==> src/rtl/ldc_pkg.sv <==
package ldc_pkg;

    // ****************************************************************
    // register map
    // ****************************************************************
    localparam int ADDR_W = 3;
    localparam int DATA_W = 8;
    localparam logic [ADDR_W-1:0] ADDR_STATUS = 3'h0;
    localparam logic [ADDR_W-1:0] ADDR_LIMIT = 3'h3;
    localparam logic [ADDR_W-1:0] ADDR_DRIVER = 3'h4;
    localparam logic [ADDR_W-1:0] ADDR_INVERT = 3'h6;

    // reset values
    localparam logic [DATA_W-1:0] LIMIT_RST = 8'h00;
    localparam logic [DATA_W-1:0] DRIVER_RST = 8'h01;
    localparam logic [DATA_W-1:0] INVERT_RST = 8'h00;

    // ****************************************************************
    // field positions
    // ****************************************************************
    localparam int LIM_SEL_LO = 6;    // limit_select_lo, hi is one above
    localparam int LIM_OFF = 5;       // limit_off
    localparam int BLANK_LO = 3;      // blanking_sel_lo, hi is one above
    localparam int RETRY_LO = 1;      // retry_time_lo, hi is one above
    localparam int RETRY_ON = 0;      // auto_retry_on
    localparam int DRV_RX_OFF = 7;
    localparam int DRV_WPD = 6;       // weak_pulldown_on
    localparam int DRV_WPU = 5;       // weak_pullup_on
    localparam int DRV_NPN = 3;       // low_side_switch_mode
    localparam int DRV_PP = 2;        // push_pull_mode
    localparam int DRV_Q = 1;         // static_output_level
    localparam int DRV_OFF = 0;       // line_driver_off
    localparam int INV_BIT = 7;       // line_polarity_invert
    localparam int ST_FAULT = 4;
    localparam int ST_LINE_LOW = 1;

    // ****************************************************************
    // timing
    // ****************************************************************
    localparam int CNT_W = 26;
    localparam int CLK_MHZ = 100;
    localparam int BLANK_T0_US = 128;
    localparam int BLANK_T1_US = 500;
    localparam int BLANK_T2_MS = 1;
    localparam int BLANK_T3_MS = 5;
    localparam int OFF_T0_MS = 50;
    localparam int OFF_T1_MS = 100;
    localparam int OFF_T2_MS = 200;
    localparam int OFF_T3_MS = 500;
    localparam logic [CNT_W-1:0] BLANK0_CYC = CNT_W'(BLANK_T0_US * CLK_MHZ);
    localparam logic [CNT_W-1:0] BLANK1_CYC = CNT_W'(BLANK_T1_US * CLK_MHZ);
    localparam logic [CNT_W-1:0] BLANK2_CYC = CNT_W'(BLANK_T2_MS * 1000 * CLK_MHZ);
    localparam logic [CNT_W-1:0] BLANK3_CYC = CNT_W'(BLANK_T3_MS * 1000 * CLK_MHZ);
    localparam logic [CNT_W-1:0] OFF0_CYC = CNT_W'(OFF_T0_MS * 1000 * CLK_MHZ);
    localparam logic [CNT_W-1:0] OFF1_CYC = CNT_W'(OFF_T1_MS * 1000 * CLK_MHZ);
    localparam logic [CNT_W-1:0] OFF2_CYC = CNT_W'(OFF_T2_MS * 1000 * CLK_MHZ);
    localparam logic [CNT_W-1:0] OFF3_CYC = CNT_W'(OFF_T3_MS * 1000 * CLK_MHZ);

    // fault sequencer states
    typedef enum logic [1:0] {
        LDC_IDLE,
        LDC_BLANK,
        LDC_OFF_WAIT,
        LDC_THERM_WAIT
    } ldc_state_t;

endpackage

==> src/rtl/ldc_fault_if.sv <==
`timescale 1ns/1ps
interface ldc_fault_if;
    logic [1:0] blank_sel;
    logic [1:0] retry_sel;
    logic retry_on;
    logic fault_raw;
    logic temp_ok;
    logic drive_allow;
    logic fault_flag;

    // register side
    modport cfg (
        output blank_sel, retry_sel, retry_on, fault_raw, temp_ok,
        input drive_allow, fault_flag
    );
    // sequencer side
    modport tmr (
        input blank_sel, retry_sel, retry_on, fault_raw, temp_ok,
        output drive_allow, fault_flag
    );
endinterface

==> src/rtl/ldc_fault_timer.sv <==
`timescale 1ns/1ps
module ldc_fault_timer #(
    parameter logic [ldc_pkg::CNT_W-1:0] BLANK0_CYC = ldc_pkg::BLANK0_CYC,
    parameter logic [ldc_pkg::CNT_W-1:0] BLANK1_CYC = ldc_pkg::BLANK1_CYC,
    parameter logic [ldc_pkg::CNT_W-1:0] BLANK2_CYC = ldc_pkg::BLANK2_CYC,
    parameter logic [ldc_pkg::CNT_W-1:0] BLANK3_CYC = ldc_pkg::BLANK3_CYC,
    parameter logic [ldc_pkg::CNT_W-1:0] OFF0_CYC = ldc_pkg::OFF0_CYC,
    parameter logic [ldc_pkg::CNT_W-1:0] OFF1_CYC = ldc_pkg::OFF1_CYC,
    parameter logic [ldc_pkg::CNT_W-1:0] OFF2_CYC = ldc_pkg::OFF2_CYC,
    parameter logic [ldc_pkg::CNT_W-1:0] OFF3_CYC = ldc_pkg::OFF3_CYC
) (
    // clock and reset
    input wire logic clk_i,
    input wire logic sys_rst_i,
    // configuration and status
    ldc_fault_if.tmr flt
);
    import ldc_pkg::*;

    ldc_state_t state_r, state_nxt;
    logic [CNT_W-1:0] cnt_r, cnt_nxt;
    logic flag_r, flag_nxt;
    logic [CNT_W-1:0] blank_end;
    logic [CNT_W-1:0] off_end;
    logic blank_done;
    logic off_done;

    // selected windows, counted from zero
    assign blank_end = (flt.blank_sel == 2'h0) ? BLANK0_CYC - 1'b1 :
                       (flt.blank_sel == 2'h1) ? BLANK1_CYC - 1'b1 :
                       (flt.blank_sel == 2'h2) ? BLANK2_CYC - 1'b1 : BLANK3_CYC - 1'b1;
    assign off_end = (flt.retry_sel == 2'h0) ? OFF0_CYC - 1'b1 :
                     (flt.retry_sel == 2'h1) ? OFF1_CYC - 1'b1 :
                     (flt.retry_sel == 2'h2) ? OFF2_CYC - 1'b1 : OFF3_CYC - 1'b1;
    assign blank_done = cnt_r >= blank_end;
    assign off_done = cnt_r >= off_end;

    // driver is held off only after a confirmed fault
    assign flt.drive_allow = (state_r == LDC_IDLE) || (state_r == LDC_BLANK);
    assign flt.fault_flag = flag_r;

    // sequencer; a fault shorter than the blanking window is forgotten
    always_comb begin
        state_nxt = state_r;
        cnt_nxt = cnt_r + 1'b1;
        flag_nxt = flag_r && flt.fault_raw;
        unique case (state_r)
            LDC_IDLE: begin
                cnt_nxt = '0;
                if (flt.fault_raw) begin
                    state_nxt = LDC_BLANK;
                end
            end
            LDC_BLANK: begin
                if (!flt.fault_raw) begin
                    state_nxt = LDC_IDLE;
                end else if (blank_done) begin
                    flag_nxt = 1'b1;
                    cnt_nxt = '0;
                    state_nxt = flt.retry_on ? LDC_OFF_WAIT : LDC_THERM_WAIT;
                end
            end
            LDC_OFF_WAIT: begin
                if (off_done) begin
                    state_nxt = LDC_IDLE;
                end
            end
            LDC_THERM_WAIT: begin
                cnt_nxt = '0;
                if (flt.temp_ok) begin
                    state_nxt = LDC_IDLE;
                end
            end
        endcase
    end

    // state registers
    always_ff @(posedge clk_i) begin
        if (sys_rst_i) begin
            state_r <= LDC_IDLE;
            cnt_r <= '0;
            flag_r <= 1'b0;
        end else begin
            state_r <= state_nxt;
            cnt_r <= cnt_nxt;
            flag_r <= flag_nxt;
        end
    end

    property p_blank_first;
        @(posedge clk_i) disable iff (sys_rst_i)
        $rose(flag_r) |-> $past(state_r) == LDC_BLANK && $past(blank_done);
    endproperty
    a_blank_first: assert property (p_blank_first) else $error("fault flagged before blanking");

    property p_retry_off;
        @(posedge clk_i) disable iff (sys_rst_i)
        state_r == LDC_OFF_WAIT && !off_done |=> state_r == LDC_OFF_WAIT && !flt.drive_allow;
    endproperty
    a_retry_off: assert property (p_retry_off) else $error("retry off-time cut short");

    property p_therm_hold;
        @(posedge clk_i) disable iff (sys_rst_i)
        state_r == LDC_THERM_WAIT && !flt.temp_ok |=> state_r == LDC_THERM_WAIT;
    endproperty
    a_therm_hold: assert property (p_therm_hold) else $error("driver back before cooling");

    c_retry: cover property (@(posedge clk_i) disable iff (sys_rst_i)
        state_r == LDC_OFF_WAIT ##1 state_r == LDC_IDLE);
    c_therm: cover property (@(posedge clk_i) disable iff (sys_rst_i)
        state_r == LDC_THERM_WAIT ##1 state_r == LDC_IDLE);
endmodule

==> src/rtl/ldc_line_cfg.sv <==
`timescale 1ns/1ps
// Operation
// - limit select field picks 50, 100, 200 or 250 mA limit
// - limit_off set removes the current limit; clear enforces selected limit
// - blanking field picks 128 us, 500 us, 1 ms or 5 ms
// - fault is flagged only after it persists for the blanking time
// - retry field picks 50, 100, 200 or 500 ms off-time
// - auto-retry on: driver off for the off-time, then back on by itself
// - auto-retry off: driver back on only once die has cooled
// - all config bits read/write; reads change nothing
// - receiver disable puts receive output in high impedance
// - weak pull-down sink follows its bit
// - weak pull-up source follows its bit
// - push_pull_mode set gives push-pull, clear gives open-drain
// - open-drain picks low-side or high-side switch; ignored in push-pull
// - static level set: line high, high switch on, or low switch off
// - static level clear with enable low or driver off: line high impedance
// - static level clear, enable high, driver on: line is inverse of data
// - line_driver_off keeps the driver high impedance whatever enable does
// - reset clears all three registers except line_driver_off, which is set
// - polarity invert makes line follow data and receiver follow line
// - fault status set once fault outlasts blanking time, clears when it goes
module ldc_line_cfg #(
    parameter logic [ldc_pkg::CNT_W-1:0] BLANK0_CYC = ldc_pkg::BLANK0_CYC,
    parameter logic [ldc_pkg::CNT_W-1:0] BLANK1_CYC = ldc_pkg::BLANK1_CYC,
    parameter logic [ldc_pkg::CNT_W-1:0] BLANK2_CYC = ldc_pkg::BLANK2_CYC,
    parameter logic [ldc_pkg::CNT_W-1:0] BLANK3_CYC = ldc_pkg::BLANK3_CYC,
    parameter logic [ldc_pkg::CNT_W-1:0] OFF0_CYC = ldc_pkg::OFF0_CYC,
    parameter logic [ldc_pkg::CNT_W-1:0] OFF1_CYC = ldc_pkg::OFF1_CYC,
    parameter logic [ldc_pkg::CNT_W-1:0] OFF2_CYC = ldc_pkg::OFF2_CYC,
    parameter logic [ldc_pkg::CNT_W-1:0] OFF3_CYC = ldc_pkg::OFF3_CYC
) (
    // clock and reset
    input wire logic clk_i,
    input wire logic sys_rst_i,
    // register port
    input wire logic [ldc_pkg::ADDR_W-1:0] addr_i,
    input wire logic [ldc_pkg::DATA_W-1:0] wdata_i,
    input wire logic wr_i,
    input wire logic rd_i,
    output logic [ldc_pkg::DATA_W-1:0] rdata_o,
    // transmit side pins
    input wire logic transmit_enable_in_i,
    input wire logic tx_data_i,
    // line sense and fault detectors
    input wire logic line_level_i,
    input wire logic overcurrent_i,
    input wire logic overtemp_i,
    input wire logic temp_cool_i,
    // line driver controls
    output logic high_switch_on_o,
    output logic low_switch_on_o,
    output logic [1:0] limit_select_o,
    output logic limit_enable_o,
    output logic weak_pulldown_on_o,
    output logic weak_pullup_on_o,
    // receive output pin
    output logic rx_o,
    output logic rx_oe_n_o,
    // status
    output logic line_fault_o
);
    import ldc_pkg::*;

    // ****************************************************************
    // pin synchronisers
    // ****************************************************************
    localparam int NSYNC = 6;
    logic [NSYNC-1:0] sync1_r;
    logic [NSYNC-1:0] sync2_r;
    logic transmit_enable_in_s;
    logic tx_s;
    logic line_s;
    logic ocur_s;
    logic otemp_s;
    logic cool_s;

    // first stage is read by the second stage only
    always_ff @(posedge clk_i) begin
        if (sys_rst_i) begin
            sync1_r <= '0;
            sync2_r <= '0;
        end else begin
            sync1_r <= {transmit_enable_in_i, tx_data_i, line_level_i,
                        overcurrent_i, overtemp_i, temp_cool_i};
            sync2_r <= sync1_r;
        end
    end

    assign transmit_enable_in_s = sync2_r[5];
    assign tx_s = sync2_r[4];
    assign line_s = sync2_r[3];
    assign ocur_s = sync2_r[2];
    assign otemp_s = sync2_r[1];
    assign cool_s = sync2_r[0];

    // ****************************************************************
    // registers
    // ****************************************************************
    logic [DATA_W-1:0] limit_cfg_r;
    logic [DATA_W-1:0] driver_cfg_r;
    logic invert_r;
    logic [DATA_W-1:0] rdata_nxt;
    logic [DATA_W-1:0] status_w;
    logic wr_limit;
    logic wr_driver;
    logic wr_invert;

    // write decode; status is read only, other addresses ignore writes
    assign wr_limit = wr_i && (addr_i == ADDR_LIMIT);
    assign wr_driver = wr_i && (addr_i == ADDR_DRIVER);
    assign wr_invert = wr_i && (addr_i == ADDR_INVERT);

    // register storage; reads have no side effect at all
    always_ff @(posedge clk_i) begin
        if (sys_rst_i) begin
            limit_cfg_r <= LIMIT_RST;
            driver_cfg_r <= DRIVER_RST;
            invert_r <= INVERT_RST[INV_BIT];
        end else begin
            if (wr_limit) begin
                limit_cfg_r <= wdata_i;
            end
            if (wr_driver) begin
                driver_cfg_r <= wdata_i;
            end
            if (wr_invert) begin
                invert_r <= wdata_i[INV_BIT];
            end
        end
    end

    // status view of live conditions
    assign status_w = (DATA_W'(line_fault_o) << ST_FAULT)
                    | (DATA_W'(!line_s) << ST_LINE_LOW);

    // read mux; unmapped addresses read as zero
    assign rdata_nxt = !rd_i ? '0 :
                       (addr_i == ADDR_STATUS) ? status_w :
                       (addr_i == ADDR_LIMIT) ? limit_cfg_r :
                       (addr_i == ADDR_DRIVER) ? driver_cfg_r :
                       (addr_i == ADDR_INVERT) ? (DATA_W'(invert_r) << INV_BIT) : '0;

    // read data stands only in the cycle after the strobe
    always_ff @(posedge clk_i) begin
        if (sys_rst_i) begin
            rdata_o <= '0;
        end else begin
            rdata_o <= rdata_nxt;
        end
    end

    // ****************************************************************
    // fault sequencer
    // ****************************************************************
    ldc_fault_if flt ();

    assign flt.blank_sel = limit_cfg_r[BLANK_LO+1:BLANK_LO];
    assign flt.retry_sel = limit_cfg_r[RETRY_LO+1:RETRY_LO];
    assign flt.retry_on = limit_cfg_r[RETRY_ON];
    assign flt.fault_raw = ocur_s || otemp_s;
    assign flt.temp_ok = cool_s;

    ldc_fault_timer #(
        .BLANK0_CYC(BLANK0_CYC),
        .BLANK1_CYC(BLANK1_CYC),
        .BLANK2_CYC(BLANK2_CYC),
        .BLANK3_CYC(BLANK3_CYC),
        .OFF0_CYC(OFF0_CYC),
        .OFF1_CYC(OFF1_CYC),
        .OFF2_CYC(OFF2_CYC),
        .OFF3_CYC(OFF3_CYC)
    ) u_timer (
        .clk_i(clk_i),
        .sys_rst_i(sys_rst_i),
        .flt(flt)
    );

    // ****************************************************************
    // line driver decode
    // ****************************************************************
    logic drv_off;
    logic stat_q;
    logic pp_mode;
    logic npn_mode;
    logic drive_on;
    logic drive_lvl;
    logic hs_nxt;
    logic ls_nxt;
    logic rx_nxt;

    assign drv_off = driver_cfg_r[DRV_OFF];
    assign stat_q = driver_cfg_r[DRV_Q];
    assign pp_mode = driver_cfg_r[DRV_PP];
    assign npn_mode = driver_cfg_r[DRV_NPN];

    // driver off and a confirmed fault both win over enable and static level
    assign drive_on = !drv_off && flt.drive_allow && (stat_q || transmit_enable_in_s);
    // static level forces high, else data inverted unless polarity swapped
    assign drive_lvl = stat_q ? 1'b1 : (invert_r ? tx_s : !tx_s);

    // switch selection; npn bit only matters in open-drain
    assign hs_nxt = drive_on && drive_lvl && (pp_mode || !npn_mode);
    assign ls_nxt = drive_on && !drive_lvl && (pp_mode || npn_mode);
    assign rx_nxt = invert_r ? line_s : !line_s;

    // registered pin controls; reset leaves everything released
    always_ff @(posedge clk_i) begin
        if (sys_rst_i) begin
            high_switch_on_o <= 1'b0;
            low_switch_on_o <= 1'b0;
            limit_select_o <= 2'h0;
            limit_enable_o <= 1'b0;
            weak_pulldown_on_o <= 1'b0;
            weak_pullup_on_o <= 1'b0;
            rx_o <= 1'b0;
            rx_oe_n_o <= 1'b1;
            line_fault_o <= 1'b0;
        end else begin
            high_switch_on_o <= hs_nxt;
            low_switch_on_o <= ls_nxt;
            limit_select_o <= limit_cfg_r[LIM_SEL_LO+1:LIM_SEL_LO];
            limit_enable_o <= !limit_cfg_r[LIM_OFF];
            weak_pulldown_on_o <= driver_cfg_r[DRV_WPD];
            weak_pullup_on_o <= driver_cfg_r[DRV_WPU];
            rx_o <= rx_nxt;
            rx_oe_n_o <= driver_cfg_r[DRV_RX_OFF];
            line_fault_o <= flt.fault_flag;
        end
    end

    // ****************************************************************
    // assertions
    // ****************************************************************
    // a switch pair shorting the line would be destructive
    property p_no_shoot;
        @(posedge clk_i) disable iff (sys_rst_i)
        !(high_switch_on_o && low_switch_on_o);
    endproperty
    a_no_shoot: assert property (p_no_shoot) else $error("both switches on");

    property p_read_limit;
        @(posedge clk_i) disable iff (sys_rst_i)
        rd_i && addr_i == ADDR_LIMIT |=> rdata_o == $past(limit_cfg_r);
    endproperty
    a_read_limit: assert property (p_read_limit) else $error("limit readback wrong");

    property p_read_quiet;
        @(posedge clk_i) disable iff (sys_rst_i)
        rd_i |=> $stable(limit_cfg_r) && $stable(driver_cfg_r);
    endproperty
    a_read_quiet: assert property (p_read_quiet) else $error("read changed a register");

    property p_reset_val;
        @(posedge clk_i)
        $past(sys_rst_i) && !sys_rst_i |-> limit_cfg_r == LIMIT_RST && driver_cfg_r == DRIVER_RST;
    endproperty
    a_reset_val: assert property (p_reset_val) else $error("bad reset value");

    property p_limit;
        @(posedge clk_i) disable iff (sys_rst_i)
        wr_limit ##1 !wr_limit |=>
            limit_select_o == $past(limit_cfg_r[LIM_SEL_LO+1:LIM_SEL_LO])
            && limit_enable_o == !$past(limit_cfg_r[LIM_OFF]);
    endproperty
    a_limit: assert property (p_limit) else $error("limit outputs wrong");

    property p_drv_off;
        @(posedge clk_i) disable iff (sys_rst_i)
        drv_off [*2] |-> !high_switch_on_o && !low_switch_on_o;
    endproperty
    a_drv_off: assert property (p_drv_off) else $error("driver active while off");

    property p_idle_hiz;
        @(posedge clk_i) disable iff (sys_rst_i)
        !stat_q && !transmit_enable_in_s |=> !high_switch_on_o && !low_switch_on_o;
    endproperty
    a_idle_hiz: assert property (p_idle_hiz) else $error("line driven without enable");

    property p_tx_inv;
        @(posedge clk_i) disable iff (sys_rst_i)
        !stat_q && transmit_enable_in_s && !drv_off && flt.drive_allow && pp_mode && !invert_r
            |=> high_switch_on_o == !$past(tx_s) && low_switch_on_o == $past(tx_s);
    endproperty
    a_tx_inv: assert property (p_tx_inv) else $error("line not inverse of data");

    property p_static;
        @(posedge clk_i) disable iff (sys_rst_i)
        stat_q && !drv_off && flt.drive_allow
            |=> !low_switch_on_o && (high_switch_on_o == $past(pp_mode || !npn_mode));
    endproperty
    a_static: assert property (p_static) else $error("static level drive wrong");

    property p_rx_hiz;
        @(posedge clk_i) disable iff (sys_rst_i)
        driver_cfg_r[DRV_RX_OFF] |=> rx_oe_n_o;
    endproperty
    a_rx_hiz: assert property (p_rx_hiz) else $error("receiver driven while off");

    property p_pulls;
        @(posedge clk_i) disable iff (sys_rst_i)
        wr_driver |=> ##1 weak_pulldown_on_o == $past(wdata_i[DRV_WPD], 2)
            && weak_pullup_on_o == $past(wdata_i[DRV_WPU], 2);
    endproperty
    a_pulls: assert property (p_pulls) else $error("weak pull mismatch");

    property p_fault_clear;
        @(posedge clk_i) disable iff (sys_rst_i)
        !flt.fault_raw [*3] |-> !line_fault_o;
    endproperty
    a_fault_clear: assert property (p_fault_clear) else $error("fault flag stuck");

    // a confirmed fault must release the line whatever the static level asks
    property p_fault_off;
        @(posedge clk_i) disable iff (sys_rst_i)
        !flt.drive_allow |=> !high_switch_on_o && !low_switch_on_o;
    endproperty
    a_fault_off: assert property (p_fault_off) else $error("driver on during fault hold");

    property p_rx_on;
        @(posedge clk_i) disable iff (sys_rst_i)
        !driver_cfg_r[DRV_RX_OFF] |=> !rx_oe_n_o;
    endproperty
    a_rx_on: assert property (p_rx_on) else $error("receiver released while on");

    property p_pnp_side;
        @(posedge clk_i) disable iff (sys_rst_i)
        !pp_mode && !npn_mode |=> !low_switch_on_o;
    endproperty
    a_pnp_side: assert property (p_pnp_side) else $error("low switch used in high-side mode");

    property p_npn_side;
        @(posedge clk_i) disable iff (sys_rst_i)
        !pp_mode && npn_mode |=> !high_switch_on_o;
    endproperty
    a_npn_side: assert property (p_npn_side) else $error("high switch used in low-side mode");

    // the status flag may only rise once the driver is already held off
    property p_flag_late;
        @(posedge clk_i) disable iff (sys_rst_i)
        $rose(line_fault_o) |-> !flt.drive_allow;
    endproperty
    a_flag_late: assert property (p_flag_late) else $error("fault shown while driver allowed");

    c_drive: cover property (@(posedge clk_i) disable iff (sys_rst_i)
        wr_driver ##3 high_switch_on_o);
    c_fault: cover property (@(posedge clk_i) disable iff (sys_rst_i)
        $rose(line_fault_o));
    c_npn: cover property (@(posedge clk_i) disable iff (sys_rst_i)
        low_switch_on_o && !pp_mode);
endmodule

==> config.mk <==
export PLATFORM = sky130hd
export DESIGN_NAME = ldc_line_cfg
export DESIGN_NICKNAME = d
export VERILOG_FILES = /design/src/rtl/ldc_pkg.sv /design/src/rtl/ldc_fault_if.sv /design/src/rtl/ldc_fault_timer.sv /design/src/rtl/ldc_line_cfg.sv
export SDC_FILE = /design/constraint.sdc
export NUM_CORES = 1
export LEC_CHECK = 0
export ABC_AREA = 1
export BUFFER_PORTS_ARGS = -buffer_cell sky130_fd_sc_hd__clkbuf_2
export CAP_MARGIN = 20
export CELL_PAD_IN_SITES_DETAIL_PLACEMENT = 1
export CELL_PAD_IN_SITES_GLOBAL_PLACEMENT = 1
export CORE_MARGIN = 2
export CORE_UTILIZATION = 39
export DETAILED_ROUTE_END_ITERATION = 7
export HOLD_SLACK_MARGIN = 0.1
export PLACE_DENSITY_LB_ADDON = 0.1
export SYNTH_ARGS = -nofsm -noshare
export SYNTH_HDL_FRONTEND = slang
export SYNTH_HIERARCHICAL = 1
export SYNTH_SLANG_ARGS = --single-unit
==> constraint.sdc <==
create_clock -name clk_i -period 2.32 [get_ports clk_i]
set_clock_uncertainty 0.05 [all_clocks]
set_input_delay 0 -clock clk_i [delete_from_list [all_inputs] [get_ports clk_i]]
set_output_delay 0 -clock clk_i [all_outputs]
set_load 0.02 [all_outputs]
==> flow_summary.toml, run 1 <==
[power_and_ir_drop]
p_per_area_nw_per_um2 = 502.2
power_uw = 2878
leakage_uw = 0.002673
vdd_drop_max_mv = 0.3614

[route]
vias = 4337
antenna_left = 0
drt_iter0_drc = 143
firstDrtPassIters = 4
viasPerCell = 4.928
wire_per_inst_um = 15.65
drc = 0
wl_um = 13770

[layout]
nNetsFinal = 800
areaGrowthSynthToFinish_pct = 30.78
antenna_cells = 0
layout-drive-gt1-share_pct = 22.30
layout.cell_area.non_filler_um2 = 5731
utilization_pct = 52.63

[yosys]
ys_seq_area_share_pct = 34.72
ys_types = 32
syn_inst = 640
synthTopCellsByArea = "dfxtp_1 35%, nand2_1 14%, ha_1 13%"
yosysWarnings = 6
netlist_area_um2 = 4382
synth_top_area_share_pct = 34.72
synth_seq_cells = 76
synth_top_cell_by_area = "dfxtp_1"
syn_nets = 705
syn_area_per_cell_um2 = 6.846

[placement]
io_buffer_count = 38
place_worst_setup_slack_ns = -0.07365
postPlaceCellArea_um2 = 4843
hpwl_um = 9920
gp_congestion = 0.8912

[setup_path]
worstPathCellList = "inv_4 > ha_4 > or2_4 > ha_4 > nand2_4 > inv_2 > nand4_1 > o21bai_1 > nand2_2 > nand2_2 > nand2_2 > nand2_4 > nand2_8 > nand2_8 > nor2_2"
critPathTopFamily = "simple AND/OR/NAND/NOR gates"
cp_slowest_cell = "dfxtp_4"
crit_path_end_kind = "register"
cp-start-kind = "register"
crit_fanout = 8
critical_path_buf_inv_count = 2
worst_ep_required_time_ns = 2.53
worst-setup-path-type = "register to register"
arrival_ns = 2.46
max_stage_delay_ns = 0.39
rrSetupSlack_ns = 0.07
critPathMostFrequentCell = "nand2_2"

[timing]
worst_slew_pin_slew_ns = 0.7625
finalMaxSlewViolations = 0
hold_viol_final = 0
setup_viol = 0
period_share_pct = 96.79
layout_setup_ws_ns = 0.07437
fmax_ghz = 0.4453
rsz0062_at_grt = "true"
relSlewSlack_pct = 49.11
period_minus_slack_ns = 2.246

[global_route]
antenna_found_initial = 0
grt_first_pass_wirelength_um = 22060
grt_overflow_total = 0
grt-busiest-layer = "met2"
grtUsageTotal_pct = 24.02
grt_pass1_vias = 4390
use_met3_pct = 4.644
use_met2_pct = 43.82
use_met1_pct = 28.28
grt_max_degree = 21

[outcome]
outcome = "complete, no violations"

[die]
die_height_um = 110.0
rows = 38
core_area_um2 = 10890
start_util_pct = 40.24
die_x_um = 110.0
pin_count = 39
dieArea_um2 = 12100

[clocking]
clk_pin_slew_ns = 0.10
h-tree-depth = 3
clock_path_buffers = 2
insertion_delay_ns = 0.37
cts_buffers = 9
clkSinkCount = 76
clockRootBuffer = "clkbuf_8"
cts_tree = "yes"

[worst_hold_path]
hold_path_class = "register to register"

[flow_run]
drv_cap = 0
[cell families after synthesis]
logic type	share of synthesized area, %
xor+xnor	1.599
simple gates	36.64
buf+inv	9.651
compound gates	4.826
fa+ha+maj	12.56
flops	34.72
[layout make-up]
cell class              count  area [µm²]
fillers                  1409        5157
multi-input cells         459        2758
flip-flops and latches     76        1529
repair buffers             91       670.6
inverters                  98       382.9
well taps                 140       175.2
clock buffers              10       137.6
clock inverters             6       77.57
[worst register-to-register path, delay by kind of cell, from the launching register on]
family / cells / cell delay [ns]
buffers and inverters: 2 / 0.10
adder cells (fa/ha/maj): 2 / 0.42
AO/OA/AOI/OAI: 1 / 0.19
flip-flops: 1 / 0.39
AND/OR/NAND/NOR: 10 / 1.00
[repair_timing]
action                                 4_1_cts  5_1_grt
setup endpoints to repair                   27       29
hold buffers                                30        0
endpoints found under the hold margin       41        0
gates resized for setup                     14       59
pin swaps                                    3       19
buffers inserted                             1        2
gates cloned                                 1        0
[final timing paths]
kind,startpoint,to,depth (start not counted)
worst max-delay path,limit_cfg_r[3],u_timer/cnt_r[0],15
worst min-delay path,sync1_r[1],sync2_r[1],2
worst max register to register,limit_cfg_r[3],u_timer/cnt_r[0],15
worst min register to register,sync1_r[1],sync2_r[1],2
[synth_stat cells (all sizes together)]
master	n
o211ai	1
nor4	3
inv	98
o21ai	11
nand3b	4
o31ai	2
o22ai	2
or2	4
nand4	8
ha	44
nor3	12
a31oi	1
dfxtp	76
buf	8
a21o	2
xor2	7
a21oi	14
nor2	124
o21bai	4
xnor2	1
nand3	40
nand2	174
[stage by stage]
step                hold WS (ns)  instances  setup TNS, ns
global route              0.3591        880         -1.460
detailed placement        0.1526        830         -1.038
finish                    0.3505        880              0
floorplan                0.01907        640              0
CTS                       0.3517        878              0
global placement          0.1432        830              0
[power breakdown]
group / switching [µW] / internal, µW
clock network: 591 / 550
logic: 230 / 151
registers: 19.7 / 1340
total: 841 / 2040
[layout by cell type, fill, tap and decap left out, types with 5 or more instances in the layout]
| master | Yosys | layout |
|---|---|---|
| a21oi_1 | 14 | 13 |
| buf_4 | 0 | 21 |
| clkbuf_2 | 0 | 38 |
| clkbuf_8 | 0 | 10 |
| dfxtp_1 | 76 | 72 |
| dlygate4sd3_1 | 0 | 30 |
| ha_1 | 44 | 30 |
| ha_4 | 0 | 13 |
| inv_1 | 90 | 83 |
| inv_2 | 8 | 11 |
| nand2_1 | 165 | 158 |
| nand2_2 | 7 | 11 |
| nand3_1 | 38 | 35 |
| nand3_2 | 2 | 5 |
| nand4_1 | 8 | 8 |
| nor2_1 | 108 | 98 |
| nor2_2 | 12 | 19 |
| nor2_4 | 4 | 7 |
| nor3_1 | 12 | 12 |
| o21ai_0 | 7 | 7 |
| xor2_1 | 7 | 7 |
[registers in the layout, indices dropped and copies added, names as in the netlist]
signal / flops
limit_cfg_r: 8
u_timer/state_r: 2
line_fault_o: 1
sync1_r: 6
u_timer/flt.fault_flag: 1
u_timer/cnt_r: 26
invert_r: 1
weak_pulldown_on_o: 1
sync2_r: 6
low_switch_on_o: 1
high_switch_on_o: 1
limit_select_o: 2
limit_enable_o: 1
rx_oe_n_o: 1
rdata_o: 8
rx_o: 1
weak_pullup_on_o: 1
driver_cfg_r: 8
[metal layers]
metal	wire, µm	up-vias
li1	-	2183
met1	5890	2069
met4	219	0
met2	7210	69
met3	450	16
met5	0	-
(Power assumes the default switching activity.)
==> run 2: changes to the inputs <==
Settings changed: CORE_ASPECT_RATIO from default to 1.4.
==> flow_summary.toml, run 2 (synthesis gave the netlist of run 1 again) <==
[setup_path]
cp-start-kind = "register"
cp_slowest_cell = "dfxtp_4"
critPathMostFrequentCell = "nand2_1"
worstPathCellList = "inv_6 > buf_6 > ha_4 > inv_1 > ha_1 > nand3_1 > nor2_2 > nand3_1 > o21bai_1 > nand2_1 > nand2_1 > nand2_1 > nand2_2 > nand2_8 > nand2_8 > nor2_1"
worst-setup-path-type = "register to register"
crit_fanout = 8
crit_path_end_kind = "register"
worst_ep_required_time_ns = 2.50
arrival_ns = 2.47
max_stage_delay_ns = 0.37

[clocking]
h-tree-depth = 3
clk_pin_slew_ns = 0.06
insertion_delay_ns = 0.34
clock_path_buffers = 2
clkSinkCount = 76
clockRootBuffer = "clkbuf_16"
cts_buffers = 9
cts_tree = "yes"

[route]
firstDrtPassIters = 4
vias = 4356
drt_iter0_drc = 91
viasPerCell = 4.984
wl_um = 13810
wire_per_inst_um = 15.81
antenna_left = 0
drc = 0

[die]
rows = 45
core_area_um2 = 10920
die_height_um = 129.4
die_x_um = 93.58
pin_count = 39
dieArea_um2 = 12110
start_util_pct = 40.11

[flow_run]
drv_cap = 0

[layout]
layout_commonest_cell = "nand2_1"
fill_cells = 1432
top_register = "u_timer/cnt_r"
layout-drive-gt1-share_pct = 21.69
antenna_cells = 0
largest_register_ffs = 26
nNetsFinal = 793
areaGrowthSynthToFinish_pct = 29.38
final_cell_mix = "160 x nand2_1, 99 x nor2_1, 82 x inv_1"
layout.cell_area.non_filler_um2 = 5669

[timing]
worst_slew_pin_slew_ns = 0.8023
rsz0062_at_grt = "true"
setup_viol = 0
finalMaxSlewViolations = 0
period_share_pct = 98.67
hold_viol_final = 0
period_minus_slack_ns = 2.289
relSlewSlack_pct = 46.45
fmax_ghz = 0.4368

[power_and_ir_drop]
vdd_drop_max_mv = 0.4205
p_per_area_nw_per_um2 = 559.5
leakage_uw = 0.002665
power_uw = 3172

[placement]
io_buffer_count = 38
hpwl_um = 10280
gp_congestion = 0.8804
postPlaceCellArea_um2 = 4860

[global_route]
antenna_found_initial = 0
grt_first_pass_wirelength_um = 22240
grt_pass1_vias = 4594
grt_max_degree = 21
grt_overflow_total = 0
grtUsageTotal_pct = 23.89

[worst_hold_path]
hold_path_class = "input pin to register"

[outcome]
outcome = "complete, no violations"
==> run 2: cell type report <==
cell class              count  area [µm²]  area share [%]
clock buffers               9       225.2           3.973
clock inverters             7       82.58           1.457
inverters                  98       380.4           6.709
multi-input cells         459        2673           47.14
flip-flops and latches     76        1531           27.01
well taps                 141       176.4           3.112
repair buffers             84       600.6           10.59
==> run 2: final timing paths <==
path,from,endpoint,slack (ns),cells after the start
worst min-delay path,temp_cool_i,sync1_r[0],0.35,4
worst max-delay path,limit_cfg_r[3],u_timer/cnt_r[0],0.03,16
worst min register to register,sync1_r[0],sync2_r[0],0.35,2
worst max register to register,limit_cfg_r[3],u_timer/cnt_r[0],0.03,16
==> run 2: what timing repair did <==
item,4_1_cts,5_1_grt
endpoints found under the setup margin,27,29
pin swaps,5,12
cloned,1,0
gates resized for setup,27,36
hold endpoints to repair,36,0
hold buffers,23,0
setup buffers,1,0
==> run 2: report_power, final <==
group / switching, µW / internal (µW) / total, µW
logic: 221 / 136 / 357
registers: 19.5 / 1340 / 1360
clock network: 609 / 850 / 1460
==> run 2: through the flow <==
stage / hold WS (ns) / setup WS, ns / utilization, % / TNS, ns / instances
final: 0.3460 / 0.03076 / 51.90 / 0 / 874
after global routing: 0.3627 / -0.1213 / 51.90 / -2.670 / 874
after CTS: 0.3304 / 0.003863 / 50.65 / 0 / 874
after detailed placement: 0.1473 / -0.1551 / 44.49 / -2.858 / 833
after global placement: 0.1435 / -0.01478 / 44.49 / -0.08463 / 833
after floorplan: 0.01907 / 0.01510 / - / 0 / 640
==> run 2: metal layers <==
layer	track usage [%]	part of all wire (%)	up-vias
met2	46.21	54	82
met4	11.85	4.8	0
met1	24.30	38	2061
met5	0	0	-
met3	4.128	2.7	37
li1	-	-	2176
==> run 2: worst max-delay path, delay by kind of cell, from the launching register on <==
| family | cells | cell delay (ns) |
|---|---|---|
| AOI/OAI and AO/OA | 1 | 0.14 |
| DFF | 1 | 0.37 |
| and+or+nand+nor | 10 | 0.97 |
| adders and majority gates | 2 | 0.41 |
| buffers and inverters | 3 | 0.24 |
==> run 3: changes to the inputs <==
Settings changed: CORE_MARGIN 2 to 1.5.
==> flow_summary.toml, run 3 (synthesis gave the netlist of run 1 again) <==
[outcome]
outcome = "complete, no violations"

[layout]
largest_register_ffs = 26
fill_cells = 1423
areaGrowthSynthToFinish_pct = 29.15
seq_area_um2 = 1528
final_cell_mix = "157 x nand2_1, 98 x nor2_1, 86 x inv_1"
layout.cells.non_filler = 870
utilization_pct = 51.81
top_register = "u_timer/cnt_r"
antenna_cells = 0
multi_input_area_um2 = 2699
layout_commonest_cell = "nand2_1"
nNetsFinal = 789
layout-drive-gt1-share_pct = 20.99

[setup_path]
cp-start-kind = "register"
arrival_ns = 2.48
crit_fanout = 8
worst-setup-path-type = "register to register"
crit_path_end_kind = "register"
worst_ep_required_time_ns = 2.50

[placement]
io_buffer_count = 38
hpwl_um = 10160
place_worst_setup_slack_ns = -0.1412
gp_congestion = 0.8631
placed_cells = 829

[worst_hold_path]
hold_path_class = "input pin to register"

[timing]
tns_ns = 0
hold_viol_final = 0
fmax_ghz = 0.4343
worst_slew_pin_slew_ns = 0.7995
rsz0062_at_grt = "true"
relSlewSlack_pct = 46.29
period_minus_slack_ns = 2.303
finalMaxSlewViolations = 0
period_share_pct = 99.25
setup_viol = 0
layout_setup_ws_ns = 0.01739

[clocking]
clk_pin_slew_ns = 0.06
cts_buffers = 9
clkSinkCount = 76
clock_path_buffers = 2
insertion_delay_ns = 0.35
h-tree-depth = 3
cts_tree = "yes"
clockRootBuffer = "clkbuf_16"

[global_route]
grt_overflow_total = 0
grtUsageTotal_pct = 24.18
grt_max_degree = 21
antenna_found_initial = 0
grt_pass1_vias = 4618
grt_first_pass_wirelength_um = 21940

[die]
die_height_um = 128.4
dieArea_um2 = 11890
core_area_um2 = 10920
die_x_um = 92.58
rows = 45
pin_count = 39
start_util_pct = 40.11

[route]
wire_per_inst_um = 15.50
viasPerCell = 4.992
wl_um = 13480
drc = 0
drt_iter0_drc = 90
vias = 4343
antenna_left = 0
firstDrtPassIters = 5

[power_and_ir_drop]
vdd_drop_max_mv = 0.3922
p_per_area_nw_per_um2 = 562.2
leakage_uw = 0.002654

[flow_run]
drv_cap = 0
-- run 3: cell count changes in the layout (fill, tap and decap cells not counted), sizes merged --
cell,before,now
buf,23,20
dlygate4sd3,23,22
-- run 3: layout make-up --
class	instances	area share, %
Sequential cell	76	27.00
Clock inverter	7	1.459
Inverter	98	6.721
Multi-Input combinational cell	459	47.69
Clock buffer	9	3.980
Tap cell	141	3.117
Timing Repair Buffer	80	10.04
-- run 3: routing by layer --
metal  vias up  routed length (µm)  global-route usage (%)
li1       2163                   -                       -
met4         0                 845                   15.29
met2        79                7160                   46.80
met3        42                 345                   3.901
met5         -                   0                       0
met1      2059                5133                   23.31
-- run 3: critical path, cell delays in order, from the launching register on --
cell and delay (ns):
dfxtp_4 0.38, inv_4 0.05, ha_4 0.27, inv_1 0.05, ha_1 0.31, nand2_1 0.06, nor2_1 0.14, nand2_1 0.07
nand2_1 0.06, nand3b_1 0.16, nand2_2 0.09, nand2_2 0.09, nand2_2 0.07, nand2_4 0.08, nand2_8 0.09, nand2_8 0.13
nor2_2 0.05
-- run 3: per-stage QoR --
step / area [µm²] / power, µW / hold WS (ns)
2_1_floorplan: 4383 / 1561 / 0.01907
3_3_place_gp: 4830 / 1648 / 0.1442
3_5_place_dp: 4830 / 1659 / 0.1500
4_1_cts: 5485 / 3193 / 0.3372
5_1_grt: 5659 / 3298 / 0.3505
6_report: 5659 / 3182 / 0.3532
-- run 3: timing repair --
item / in CTS / in global routing
setup buffers: 2 / 1
setup endpoints to repair: 27 / 29
pin swaps: 5 / 14
hold buffers: 22 / 0
gates resized for setup: 25 / 38
hold endpoints to repair: 36 / 0
gates cloned: 1 / 0
-- run 3: power by group --
group	total [µW]	internal, µW	switching (µW)
clock	1470	850	616
sequential	1360	1340	20.1
combinational	358	136	222
total	3180	2320	858
-- run 3: final timing paths --
kind / start / endpoint / slack [ns] / cells past startpoint
worst max-delay path: limit_cfg_r[3] / u_timer/cnt_r[7] / 0.02 / 16
worst min register to register: sync1_r[5] / sync2_r[5] / 0.35 / 2
worst max register to register: limit_cfg_r[3] / u_timer/cnt_r[7] / 0.02 / 16
worst min-delay path: line_level_i / sync1_r[3] / 0.35 / 4
